<file path="src/core/uef_pkg.sv">
//==============================================================================
// Purpose: constants and types shared by the usb event flag block
// Assumes: one 40 MHz core clock, synchronous active-low reset
// Notes: register offsets are word indices; the byte address is four times
package uef_pkg;
  localparam int DATA_W = 32;
  localparam int ADDR_W = 18;
  localparam int REG_W = 8;
  localparam int IDX_W = 16;
  localparam int CNT_W = 16;
  localparam logic [IDX_W-1:0] ENABLE_IDX = 16'hFFFD;
  localparam logic [IDX_W-1:0] FLAGS_IDX = 16'hFFFE;
  localparam logic [IDX_W-1:0] VECTOR_IDX = 16'hFFFF;
  localparam logic [1:0] WORD_ALIGNED = 2'h0;
  localparam int BUS_RESET_BIT = 7;
  localparam int SUSPEND_BIT = 6;
  localparam int RESUME_BIT = 5;
  localparam int FRAME_BIT = 4;
  localparam int PSEUDO_FRAME_BIT = 3;
  localparam int SETUP_BIT = 2;
  localparam int RESERVED_BIT = 1;
  localparam int OVERWRITE_BIT = 0;
  localparam logic [REG_W-1:0] REG_RESET = 8'h00;
  localparam logic [REG_W-1:0] ENABLE_WRITABLE = 8'hFD;
  localparam int CLK_KHZ = 40000;
  localparam int FRAME_PERIOD_US = 1000;
  localparam int FRAME_CYCLES = (FRAME_PERIOD_US * CLK_KHZ) / 1000;
  localparam logic [CNT_W-1:0] FRAME_CYCLES_CNT = CNT_W'(FRAME_CYCLES);
  localparam logic [CNT_W-1:0] CNT_ONE = 16'h0001;
  typedef enum logic {UEF_IDLE, UEF_ACTIVE} uef_ctl_phase_t;
  typedef struct packed {
    logic [REG_W-1:0] mask;
    logic [REG_W-1:0] flags;
    logic [DATA_W-1:0] prdata;
    logic pready;
    logic pslverr;
    logic irq;
  } uef_top_state_t;
  typedef struct packed {
    logic [CNT_W-1:0] count;
    logic pulse;
  } uef_frame_state_t;
  typedef struct packed {
    uef_ctl_phase_t phase;
    logic ovw;
  } uef_setup_state_t;
  function automatic logic [IDX_W-1:0] regIndex(input logic [ADDR_W-1:0] addr);
    return addr[ADDR_W-1:2];
  endfunction
  function automatic logic isMapped(input logic [ADDR_W-1:0] addr);
    logic [IDX_W-1:0] idx;
    idx = regIndex(addr);
    return (addr[1:0] == WORD_ALIGNED) &&
           (idx == ENABLE_IDX || idx == FLAGS_IDX || idx == VECTOR_IDX);
  endfunction
  function automatic logic [DATA_W-1:0] toWord(input logic [REG_W-1:0] v);
    return DATA_W'(v);
  endfunction
endpackage

</file>
<file path="src/core/uef_evt_if.sv">
//==============================================================================
// Purpose: event signals between the flag hub and its helper blocks
// Assumes: all signals on core_clk
// Notes: pulses last one enabled cycle
interface uef_evt_if;
  logic frameLocked;
  logic sofSeen;
  logic pseudoSof;
  logic setupWrite;
  logic setupDone;
  logic xferEnd;
  logic setupOverwrite;
  modport hub (output frameLocked, sofSeen, setupWrite, setupDone, xferEnd,
               input pseudoSof, setupOverwrite);
  modport frame (input frameLocked, sofSeen, output pseudoSof);
  modport setup (input setupWrite, setupDone, xferEnd, output setupOverwrite);
endinterface

</file>
<file path="src/core/uef_pseudo_frame.sv">
//==============================================================================
// Purpose: artificial frame start while the frame timer is unlocked
// Assumes: frame period counted in enabled clock cycles
// Notes: a real frame start restarts the period
module uef_pseudo_frame #(
  parameter logic [uef_pkg::CNT_W-1:0] FRAME_CYCLES = uef_pkg::FRAME_CYCLES_CNT
) (
  input wire logic core_clk,
  input wire logic nrst,
  input wire logic clkEn,
  uef_evt_if.frame evt
);
  uef_pkg::uef_frame_state_t state, next_state;
  logic [uef_pkg::CNT_W-1:0] gap;
  always_comb begin
    next_state = state;
    if (clkEn) begin
      next_state.pulse = 1'b0;
      if (evt.frameLocked || evt.sofSeen) begin
        next_state.count = '0;
      end else if (state.count == FRAME_CYCLES - uef_pkg::CNT_ONE) begin
        next_state.count = '0;
        next_state.pulse = 1'b1;
      end else begin
        next_state.count = state.count + uef_pkg::CNT_ONE;
      end
    end
  end
  always_ff @(posedge core_clk) begin
    if (!nrst) state <= '0;
    else state <= next_state;
  end
  assign evt.pseudoSof = state.pulse;
  always_ff @(posedge core_clk) begin
    if (!nrst) gap <= '0;
    else if (clkEn) begin
      if (evt.frameLocked || evt.sofSeen) gap <= '0;
      else if (state.pulse) gap <= uef_pkg::CNT_ONE;
      else gap <= gap + uef_pkg::CNT_ONE;
    end
  end
endmodule

</file>
<file path="src/core/uef_setup_watch.sv">
//==============================================================================
// Purpose: detect setup buffer overwrite inside an open control transfer
// Assumes: transfer end pulse comes from the endpoint engine
// Notes: a new setup after the transfer end is not an overwrite
module uef_setup_watch (
  input wire logic core_clk,
  input wire logic nrst,
  input wire logic clkEn,
  uef_evt_if.setup evt
);
  uef_pkg::uef_setup_state_t state, next_state;
  always_comb begin
    next_state = state;
    if (clkEn) begin
      next_state.ovw = 1'b0;
      unique case (state.phase)
        uef_pkg::UEF_IDLE: begin
          if (evt.setupDone) next_state.phase = uef_pkg::UEF_ACTIVE;
        end
        uef_pkg::UEF_ACTIVE: begin
          if (evt.setupWrite) next_state.ovw = 1'b1;
          if (evt.xferEnd) next_state.phase = uef_pkg::UEF_IDLE;
        end
      endcase
    end
  end
  always_ff @(posedge core_clk) begin
    if (!nrst) state <= '0;
    else state <= next_state;
  end
  assign evt.setupOverwrite = state.ovw;
endmodule

</file>
<file path="src/core/uef_event_flags.sv">
//==============================================================================
// Purpose: usb event flags, interrupt enables and request, apb slave
// Assumes: event inputs are one-cycle pulses synchronous to core_clk
// Notes: clkEn must stay high through an apb access phase
module uef_event_flags #(
  parameter logic [uef_pkg::CNT_W-1:0] FRAME_CYCLES = uef_pkg::FRAME_CYCLES_CNT
) (
  input wire logic core_clk,
  input wire logic nrst,
  input wire logic clkEn,
  input wire logic psel,
  input wire logic penable,
  input wire logic pwrite,
  input wire logic [uef_pkg::ADDR_W-1:0] paddr,
  input wire logic [uef_pkg::DATA_W-1:0] pwdata,
  output logic [uef_pkg::DATA_W-1:0] prdata,
  output logic pready,
  output logic pslverr,
  input wire logic busResetDet,
  input wire logic suspendDet,
  input wire logic resumeDet,
  input wire logic sofDet,
  input wire logic frameLocked,
  input wire logic setupDataWr,
  input wire logic setupDone,
  input wire logic ctrlXferEnd,
  output logic usbIrq
);

  //============================================================================
  // helper blocks
  uef_evt_if evtBus();

  assign evtBus.frameLocked = frameLocked;
  assign evtBus.sofSeen = sofDet;
  assign evtBus.setupWrite = setupDataWr;
  assign evtBus.setupDone = setupDone;
  assign evtBus.xferEnd = ctrlXferEnd;

  uef_pseudo_frame #(
    .FRAME_CYCLES(FRAME_CYCLES)
  ) pseudoFrame (
    .core_clk(core_clk),
    .nrst(nrst),
    .clkEn(clkEn),
    .evt(evtBus)
  );

  uef_setup_watch setupWatch (
    .core_clk(core_clk),
    .nrst(nrst),
    .clkEn(clkEn),
    .evt(evtBus)
  );

  //============================================================================
  // bus decode
  uef_pkg::uef_top_state_t state, next_state;
  logic [uef_pkg::IDX_W-1:0] addrIdx;
  logic setupPhase;
  logic accessDone;
  logic goodWrite;
  logic vecClr;
  logic enableWr;
  logic [uef_pkg::REG_W-1:0] evtVec;
  logic [uef_pkg::REG_W-1:0] flagsUpd;
  logic [uef_pkg::REG_W-1:0] readVal;

  assign addrIdx = uef_pkg::regIndex(paddr);
  assign setupPhase = psel && !penable;
  // pready is registered, so every access has exactly one access cycle
  assign accessDone = psel && penable && state.pready;
  assign goodWrite = accessDone && pwrite && !state.pslverr;
  assign vecClr = goodWrite && (addrIdx == uef_pkg::VECTOR_IDX);
  assign enableWr = goodWrite && (addrIdx == uef_pkg::ENABLE_IDX);

  //============================================================================
  // event collection
  always_comb begin
    evtVec = uef_pkg::REG_RESET;
    evtVec[uef_pkg::BUS_RESET_BIT] = busResetDet;
    evtVec[uef_pkg::SUSPEND_BIT] = suspendDet;
    evtVec[uef_pkg::RESUME_BIT] = resumeDet;
    evtVec[uef_pkg::FRAME_BIT] = sofDet;
    evtVec[uef_pkg::PSEUDO_FRAME_BIT] = evtBus.pseudoSof;
    evtVec[uef_pkg::SETUP_BIT] = setupDone;
    evtVec[uef_pkg::OVERWRITE_BIT] = evtBus.setupOverwrite;
  end

  // the reserved bit has no event, so it can never be set
  generate
    for (genvar i = 0; i < uef_pkg::REG_W; i++) begin : g_flag
      assign flagsUpd[i] = evtVec[i] | (state.flags[i] & ~vecClr);
    end
  endgenerate

  //============================================================================
  // read data
  always_comb begin
    readVal = uef_pkg::REG_RESET;
    if (addrIdx == uef_pkg::ENABLE_IDX) readVal = state.mask;
    if (addrIdx == uef_pkg::FLAGS_IDX) readVal = state.flags;
  end

  //============================================================================
  // next state
  always_comb begin
    next_state = state;
    if (clkEn) begin
      next_state.flags = flagsUpd;
      if (enableWr) begin
        next_state.mask = pwdata[uef_pkg::REG_W-1:0] & uef_pkg::ENABLE_WRITABLE;
      end
      if (setupPhase) begin
        next_state.pready = 1'b1;
        next_state.pslverr = !uef_pkg::isMapped(paddr);
        if (!pwrite && uef_pkg::isMapped(paddr)) begin
          next_state.prdata = uef_pkg::toWord(readVal);
        end else begin
          next_state.prdata = '0;
        end
      end else if (accessDone) begin
        next_state.pready = 1'b0;
        next_state.pslverr = 1'b0;
        next_state.prdata = '0;
      end
      next_state.irq = |(next_state.flags & next_state.mask);
    end
  end

  //============================================================================
  // state register
  always_ff @(posedge core_clk) begin
    if (!nrst) state <= '0;
    else state <= next_state;
  end

  assign prdata = state.prdata;
  assign pready = state.pready;
  assign pslverr = state.pslverr;
  assign usbIrq = state.irq;

  //============================================================================
  // checks
  logic anyEvt;
  assign anyEvt = |evtVec;

  //============================================================================
  // checks on each flag bit
  generate
    for (genvar b = 0; b < uef_pkg::REG_W; b++) begin : g_chk

    end
  endgenerate
endmodule

</file>
<file path="config.mk">
export PLATFORM = sky130hd
export DESIGN_NAME = uef_event_flags
export DESIGN_NICKNAME = d
export VERILOG_FILES = /design/src/core/uef_pkg.sv /design/src/core/uef_evt_if.sv /design/src/core/uef_pseudo_frame.sv /design/src/core/uef_setup_watch.sv /design/src/core/uef_event_flags.sv
export SDC_FILE = /design/constraint.sdc
export NUM_CORES = 1
export LEC_CHECK = 0
export ABC_AREA = 1
export BUFFER_PORTS_ARGS = -buffer_cell sky130_fd_sc_hd__buf_2
export CAP_MARGIN = 20
export CORE_MARGIN = 5
export CORE_UTILIZATION = 44
export CTS_CLUSTER_SIZE = 12
export DETAILED_ROUTE_END_ITERATION = 7
export PLACE_DENSITY_LB_ADDON = 0.2
export SETUP_SLACK_MARGIN = 0.2
export SYNTH_ARGS = -nofsm -noshare
export SYNTH_HDL_FRONTEND = slang
export SYNTH_SLANG_ARGS = --single-unit
</file>
<file path="constraint.sdc">
create_clock -name core_clk -period 3.6 [get_ports core_clk]
set_input_delay 0.18 -clock core_clk [delete_from_list [all_inputs] [get_ports core_clk]]
set_output_delay 0.18 -clock core_clk [all_outputs]
set_load 0.01 [all_outputs]
</file>
# ---- Word level (Yosys, flattened, before mapping)
# Cells that the tools add are included.
dict set report op_classes {
  n_addsub 1
  n_eq_ne 4
  mux 16
  bitwise 18
  reduce_logical 20
}
# op n
set op_table {}
lappend op_table {{$mux 34} 2}
lappend op_table {{$eq 16x16->1 const B} 4}
lappend op_table {{$mux 8} 5}
lappend op_table {{$mux 16} 2}
lappend op_table {{$add 16x1->16 const B} 1}
lappend op_table {{$logic_and 1x1->1} 9}
lappend op_table {{$and 1x1->1} 8}
lappend op_table {{$and 8x8->8} 1}
lappend op_table {{$reduce_or 8->1} 1}
lappend op_table {{$or 1x1->1} 7}
lappend op_table {{$mux 1} 6}
lappend op_table {{$logic_not 1->1} 4}
lappend op_table {{$logic_or 1x1->1} 3}
lappend op_table {{$logic_not 2->1} 1}
lappend op_table {{$not 1->1} 2}
lappend op_table {{$pmux 1 s2} 1}
lappend op_table {{$reduce_and 2->1} 1}
lappend op_table {{$reduce_bool 2->1} 1}
dict set report word_totals {
  ff_bits 70
  inputBits 64
  output_inout_bits 35
}

# ---- Longest topological paths before layout
# Gate-level depths: netlist of the first run.
dict set report depth {
  ltp_word 10
  depth_mapped 12
  depth_no_buf 12
}

# ---- Cells and area by module
# Synthesis of the first run repeated with hierarchy kept, for this count alone.
dict set report unflattened {
  cells_unflattened 437
  hier_area_um2 2841.5
}
# module n_inst cells_each area_per_inst_um2 seq_area_each_um2
set by_module_without_submodules {}
lappend by_module_without_submodules {uef_event_flags 1 270 1710.4 540.5}
lappend by_module_without_submodules {uef_pseudo_frame 1 156 1043.5 340.3}
lappend by_module_without_submodules {uef_setup_watch 1 11 87.6 40.0}

# ---- Least setup slack after synthesis of the first run
# Ideal clock, no wire load.
dict set report synth_path {
  kind {reg-to-reg}
  startpoint {register pseudoFrame.state[1] in the netlist's numbering}
  endpoint {register pseudoFrame.state[8] in the netlist's numbering}
  setup_time_ps 129
  t_arrival_ps 1387
  required_ps 3471
  path_slack_ps 2084
  path_stages_with_launch 12
  path_buffers 1
  cell_sequence {dfxtp_1 ha_1 nand2_1 nor2_1 nand2_1 nor2_2 nand2_1 nand2_1 nand2_1 nand2_1 buf_2 nor3b_1}
}
dict set report synth_via {
  elab_chain_len 3
  elab_cells_between_ends 4
  cone_classes {1 x add/sub; 1 x eq/ne; 2 x mux}
}
# item line
set synth_rtl {}
lappend synth_rtl {{start: declaration} uef_pseudo_frame.sv:13} ;# uef_pkg::uef_frame_state_t state, next_state;
lappend synth_rtl {{start signal: assignment} uef_pseudo_frame.sv:31} ;# else state <= next_state;
lappend synth_rtl {{$add 16x1->16 or $eq 16x16->1 (tied branches)} {uef_pseudo_frame.sv:25, uef_pseudo_frame.sv:21}}
lappend synth_rtl {{$mux 16 *} uef_pseudo_frame.sv:21} ;# end else if (state.count == FRAME_CYCLES - uef_pkg::CNT_ONE) begin
lappend synth_rtl {{$mux 16 *} uef_pseudo_frame.sv:19} ;# if (evt.frameLocked || evt.sofSeen) begin
# Mark *: on every way between the ends. The rest lies on a longest branch, timed or not.
# A chain may end at the register's enable or synchronous reset.

# ---- Final worst setup path of the first run
dict set report layout_path {
  startpoint {register state (netlist bit pready)}
  endpoint {register state[37] in the netlist's numbering}
}
dict set report layout_via {
  elab_chain_len 7
}
# item line
set layout_rtl {}
lappend layout_rtl {{start: declaration} uef_event_flags.sv:58} ;# uef_pkg::uef_top_state_t state, next_state;
lappend layout_rtl {{start signal: assignment} uef_event_flags.sv:135} ;# else state <= next_state;
lappend layout_rtl {{$logic_and 1x1->1} uef_event_flags.sv:72} ;# assign accessDone = psel && penable && state.pready;
lappend layout_rtl {{$logic_and 1x1->1 (2 in series)} uef_event_flags.sv:73} ;# assign goodWrite = accessDone && pwrite && !state.pslverr;
lappend layout_rtl {{$logic_and 1x1->1} uef_event_flags.sv:74} ;# assign vecClr = goodWrite && (addrIdx == uef_pkg::VECTOR_IDX);
lappend layout_rtl {{$not 1->1} uef_event_flags.sv:93} ;# assign flagsUpd[i] = evtVec[i] | (state.flags[i] & ~vecClr);
lappend layout_rtl {{$and 1x1->1} uef_event_flags.sv:93}
lappend layout_rtl {{$or 1x1->1} uef_event_flags.sv:93}
# No other way between the ends.

==> impl_metrics.csv, run 1 <==
group,metric,value,unit
sta,setup_viol,0,
critical_path,crit_cells,5,
layout,drive_above_1_share,0.1729,
synth,synth_common_cells,"126 x nand2_1, 61 x nor2_1, 46 x dfxtp_1, 34 x inv_1, 32 x buf_4",
critical_path,required,3750,ps
grt,grtUsageMet1,0.2002,
floorplan,chipHeight,88.48,um
detailed_routing,num_vias,2449,
sta,fin_crit,1959,ps
critical_path,start_kind,"flop",
detailed_routing,wl_per_cell,11.20,um
cts,worstSkewPairLatency,300,ps
synth,netlist_instances,413,
cts,cts_setup_buffers,0,
grt,grt_use_total,0.1569,
place,port_buffers,49,
synth,yosysMostFrequentCell,"nand2_1",
synth,ys_async_sr_fraction,0,
outcome,status,"finished clean",
grt,grt_pass1_vias,2229,
sta,setup_tns,0,ps
synth,yosysWarnings,0,
synth,synth-seq-area-share,0.3398,
grt,top_usage_layer,"met2",
synth,synth_edf_count,0,
layout,antenna_cells,0,
layout,area_delta_synth_final,8.403,%
sta,rsz0062_at_grt,"false",
grt,grt-ovfl-total,0,
cts,numCtsBuffers,5,
floorplan,start_util,0.4550,
sta,fmax,510.4,MHz
cts,h-tree-depth,2,
synth,ys_types,34,
critical_path,arrival,2110,ps
power,power_density,317.1,mW/mm^2
synth,synth_top_area_share,0.3398,
critical_path,ff2ff_setup_slack,1640,ps
worst_hold_path,hold_depth,2,
critical_path,crit_buf_inv,0,
place,gp_congestion,0.8325,
synth,synth_seq_cells,46,
cts,cts_resized,0,
worst_hold_path,hp-class,"input port to flop",
grt,met3_usage,0.03166,
synth,synth_ff_type,"dfxtp_1",
detailed_routing,routed_wl,5.892,mm
layout,final_cell_area,0.002938,mm^2
cts,cts_num_sinks,46,
cts,hold_buffers,0,
detailed_routing,ant_nets,0,
floorplan,boundaryPins,99,
cts,cts_root_buffer,"clkbuf_8",
critical_path,slowest_stage,"nor3_2",
critical_path,reg2regPathDepth,5,
sta,finClkSkew,5.795,ps
cts,clockBufferDepth,2,
sta,tightest_slew,925.0,ps
critical_path,cp_max_fo,11,
sta,maxSlewViolCount,0,
detailed_routing,vias_per_cell,4.656,
synth,syn_area,0.002710,mm^2
critical_path,critPathKind,"flop to flop",
synth,avgSynthCellArea,6.562,um^2
sta,post-route-period-util,0.5443,
sta,hold_viol_final,0,
place,hpwl,4.436,mm
place,dpl_cell_area,0.002848,mm^2
floorplan,rows,28,
critical_path,crit_path_end_kind,"flop",
synth,yosys-top-cells-area,"dfxtp_1 34%, nand2_1 17%, buf_4 8.9%",
critical_path,cp_common_cell,"nand3_1",
floorplan,fp.dieW,88.48,um
grt,antenna_found_initial,0,
floorplan,dieArea,0.007829,mm^2
layout,fin_nets,515,
floorplan,core_area,0.005956,mm^2
critical_path,cp_top_family,"simple AND/OR/NAND/NOR gates",
power,ir_drop,156.6,uV
flow_run,max_cap_violations,0,
power,p_leak,0.001332,uW
synth,synth_top_cell_by_area,"dfxtp_1",
grt,grt_use_met2,0.2712,
cts,cts_tree,"built",
sta,slew_headroom,0.3826,
critical_path,slowest_delay,610,ps
detailed_routing,firstDrtPassIters,7,
detailed_routing,drt_iter0_drc,109,
detailed_routing,drc,0,
grt,grt_first_pass_wirelength,9.860,mm
cts,clk_pin_slew_worst_paths,90,ps
critical_path,path_cells,"nand3_1 > nor3_2 > nand3_1 > nand2_1 > a21oi_1",
grt,grt_max_degree,30,
power by group:
group,total [uW],switching [uW],internal [uW]
registers,524,6.60,518
clock network,316,179,137
logic,91.5,60.4,31.2
total,931,246,685
cell type report:
cell class | count | area (um^2)
fill | 647 | 3018
multi-input combinational | 309 | 1434
sequential | 46 | 920.9
timing repair buffer | 51 | 260.3
inverter | 37 | 138.9
tap | 75 | 93.84
clock buffer | 5 | 68.82
clock inverter | 3 | 21.27
cell usage in the layout, fill, tap and decap left out, drive strengths merged:
| cell | netlist | final |
|---|---|---|
| a311oi | 1 | 1 |
| clkbuf | 6 | 5 |
| dfxtp | 46 | 46 |
| ha | 1 | 1 |
| nor3 | 7 | 7 |
| nand4 | 3 | 3 |
| nor3b | 3 | 3 |
| nor4 | 2 | 2 |
| clkinv | 1 | 3 |
| o21ai | 6 | 6 |
| nand3 | 20 | 20 |
| nor2 | 69 | 69 |
| xor2 | 7 | 7 |
| clkinvlp | 0 | 1 |
| inv | 36 | 36 |
| buf | 38 | 51 |
| conb | 1 | 24 |
| a21oi | 25 | 25 |
| nand2 | 130 | 130 |
| a211oi | 2 | 2 |
| o211ai | 8 | 8 |
| nand3b | 1 | 1 |
metrics by stage:
step	utilization	cells	total power [uW]	hold slack, ps	worst slack (ps)
after global placement	0.4782	518	626.4	398.2	1647
after CTS	0.4933	526	945.1	69.46	1630
after detailed placement	0.4782	518	627.3	394.6	1645
after global routing	0.4933	526	980.0	65.49	1453
final	0.4933	526	931.5	81.40	1641
after floorplan	-	436	610.0	298.8	2084
logic make-up (layout without fill, tap and decap cells):
family                     count (synthesis)  in the layout  synth area share
and+or+nand+nor                          235            235            0.3804
buffers and inverters                     81             96            0.1630
DFF                                       46             46            0.3398
AOI/OAI and AO/OA                         42             42           0.08818
xor gates and xnor gates                   7              7           0.02262
adders and majority gates                  1              1          0.004616
other                                      1             24          0.001384
final timing paths:
kind | end | start
max | state[37] | pready
min | setupWatch.state[1] | ctrlXferEnd
max reg2reg | state[37] | pready
min reg2reg | state[35] | setupWatch.evt.setupOverwrite
registers in the layout, summed over array words and instances (netlist names):
signal,flops
usbIrq,1
prdata,8
pready,1
setupWatch.evt.setupOverwrite,1
state,16
pslverr,1
pseudoFrame.evt.pseudoSof,1
setupWatch.state,1
pseudoFrame.state,16
layer usage:
layer | vias to the layer above | routed length, um
met3 | 6 | 334
li1 | 1311 | -
met2 | 60 | 2877
met5 | - | 0
met4 | 0 | 53
met1 | 1072 | 2626
Power figures use the tool's default switching activity.
==> run 2: changes to the inputs <==
==> constraint.sdc (replaced) <==
create_clock -name core_clk -period 1.6 [get_ports core_clk]
set_input_delay 0.08 -clock core_clk [delete_from_list [all_inputs] [get_ports core_clk]]
set_output_delay 0.08 -clock core_clk [all_outputs]
set_load 0.01 [all_outputs]
==> run 2 against run 1 <==
The flow now finishes with violations (negative setup slack). Global-route usage increased by 2.0 points. Critical path depth increased by 6. Utilization increased by 9.9 points. Combinational power increased to 2.9 times the previous value. Clock skew increased by 4.7 ps. Total power increased by 130%.
==> impl_metrics.csv, run 2 (same netlist as run 1, synthesis figures left out) <==
group,metric,value,unit
critical_path,cp_max_fo,3,
detailed_routing,ant_nets,0,
grt,antenna_found_initial,0,
place,port_buffers,49,
power,power_density,616.0,mW/mm^2
detailed_routing,drc,0,
critical_path,required,1840,ps
cts,worstSkewPairLatency,300,ps
floorplan,core_area,0.005956,mm^2
sta,finClkSkew,10.54,ps
layout,finalCoreUtilization,0.5926,
cts,clockBufferDepth,2,
outcome,status,"finished with violations",
sta,fmax,613.2,MHz
grt,grt-ovfl-total,0,
detailed_routing,routed_wl,6.929,mm
layout,layout_commonest_cell,"nand2_1",
layout,drive_above_1_share,0.3382,
layout,mostFrequentLayoutCells,"102 x nand2_1, 54 x nor2_1, 49 x buf_2, 42 x dfxtp_1, 34 x inv_1",
sta,fin_crit,1631,ps
sta,maxSlewViolCount,0,
flow_run,max_cap_violations,0,
critical_path,crit_path_end_kind,"flop",
cts,h-tree-depth,2,
layout,regArea,925.9,um^2
detailed_routing,firstDrtPassIters,4,
detailed_routing,wl_per_cell,12.44,um
floorplan,start_util,0.4550,
critical_path,arrival,1880,ps
power,ir_drop,483.5,uV
floorplan,boundaryPins,99,
detailed_routing,drt_iter0_drc,170,
sta,hold_viol_final,0,
critical_path,critPathKind,"flop to flop",
cts,cts_tree,"built",
place,hpwl,4.613,mm
worst_hold_path,hp-class,"input port to flop",
sta,post-route-period-util,1.019,
place,gp_congestion,0.8331,
sta,setup_viol,1,
layout,fin_nets,546,
floorplan,fp.dieW,88.48,um
layout,n_fill_cell,568,
cts,cts_root_buffer,"clkbuf_8",
cts,clk_pin_slew_worst_paths,90,ps
floorplan,rows,28,
grt,grt_pass1_vias,2459,
layout,final_cells,557,
detailed_routing,num_vias,2654,
outcome,violations,"negative setup slack",
sta,hold_slack,31.22,ps
floorplan,chipHeight,88.48,um
critical_path,start_kind,"flop",
sta,setup_slack,-30.84,ps
power,p_leak,0.001543,uW
detailed_routing,vias_per_cell,4.765,
layout,multiInputGateArea,0.001764,mm^2
sta,rsz0062_at_grt,"true",
layout,area_delta_synth_final,30.24,%
layout,antenna_cells,0,
grt,grt_first_pass_wirelength,10.99,mm
grt,grt_use_total,0.1768,
floorplan,dieArea,0.007829,mm^2
place,dp.cells,528,
grt,grt_max_degree,30,
cts,cts_num_sinks,46,
cts,numCtsBuffers,5,
[run 2: cell count changes in the layout (fill, tap and decap cells not counted), moves of 5 or more]
cell and change:
buf_4 +26, nand2_1 -24, nand2_2 +17, nand3_1 -9, nor2_1 -7, nand3_4 +5
nor3_1 -5
[run 2: area by class of cell]
| type | instances | share of cell area |
|---|---|---|
| inverter | 37 | 0.03935 |
| tap | 75 | 0.02659 |
| timing repair buffer | 81 | 0.1464 |
| multi-input combinational | 310 | 0.4998 |
| sequential | 46 | 0.2623 |
| clock inverter | 3 | 0.006026 |
| clock buffer | 5 | 0.01950 |
[run 2: path summary, 6_finish.rpt]
path,from,endpoint,slack (ps),depth (start not counted)
setup / recovery,pseudoFrame.state[2],pseudoFrame.evt.pseudoSof,-30,11
hold / removal,busResetDet,state[42],30,3
setup reg to reg,pseudoFrame.state[2],pseudoFrame.evt.pseudoSof,-30,11
hold reg to reg,setupWatch.evt.setupOverwrite,state[35],480,2
[run 2: critical path, cell delays in order, from the launching register on]
cell,delay (ps)
dfxtp_2,370
ha_4,150
nand2_4,60
nor2_4,110
nand2_2,80
nor2_4,160
buf_4,130
buf_4,100
buf_4,90
buf_4,100
nand3_2,80
a21oi_2,150
[run 2: repair_timing]
item	CTS	global route
gates resized for setup	25	50
pin swaps	10	26
hold buffers	1	0
hold endpoints to repair	1	0
setup endpoints to repair	23	36
buffers inserted	13	6
cloned	1	0
[run 2: metal layers]
metal / share of wire / GRT usage
met5: 0 / 0
met4: 0.0085 / 0.04396
met3: 0.040 / 0.03352
met2: 0.52 / 0.3086
met1: 0.43 / 0.2244
[run 2: metrics by stage]
step	total power (uW)	worst slack [ps]	instance area [um^2]	setup TNS, ps
global placement	1421	16.67	2953	0
detailed placement	1426	-47.81	2953	-47.81
CTS	2169	72.55	3278	0
global route	2269	-88.38	3530	-219.3
finish	2174	-30.84	3530	-30.84
floorplan	1377	122.0	2823	0
[run 2: where the power goes]
group	leakage, uW	total (uW)	internal [uW]	switching [uW]
Sequential	0.000375	1180	1170	16.9
Combinational	0.00112	264	94.5	169
Clock	0.0000441	729	308	421
Total	0.00154	2170	1570	607
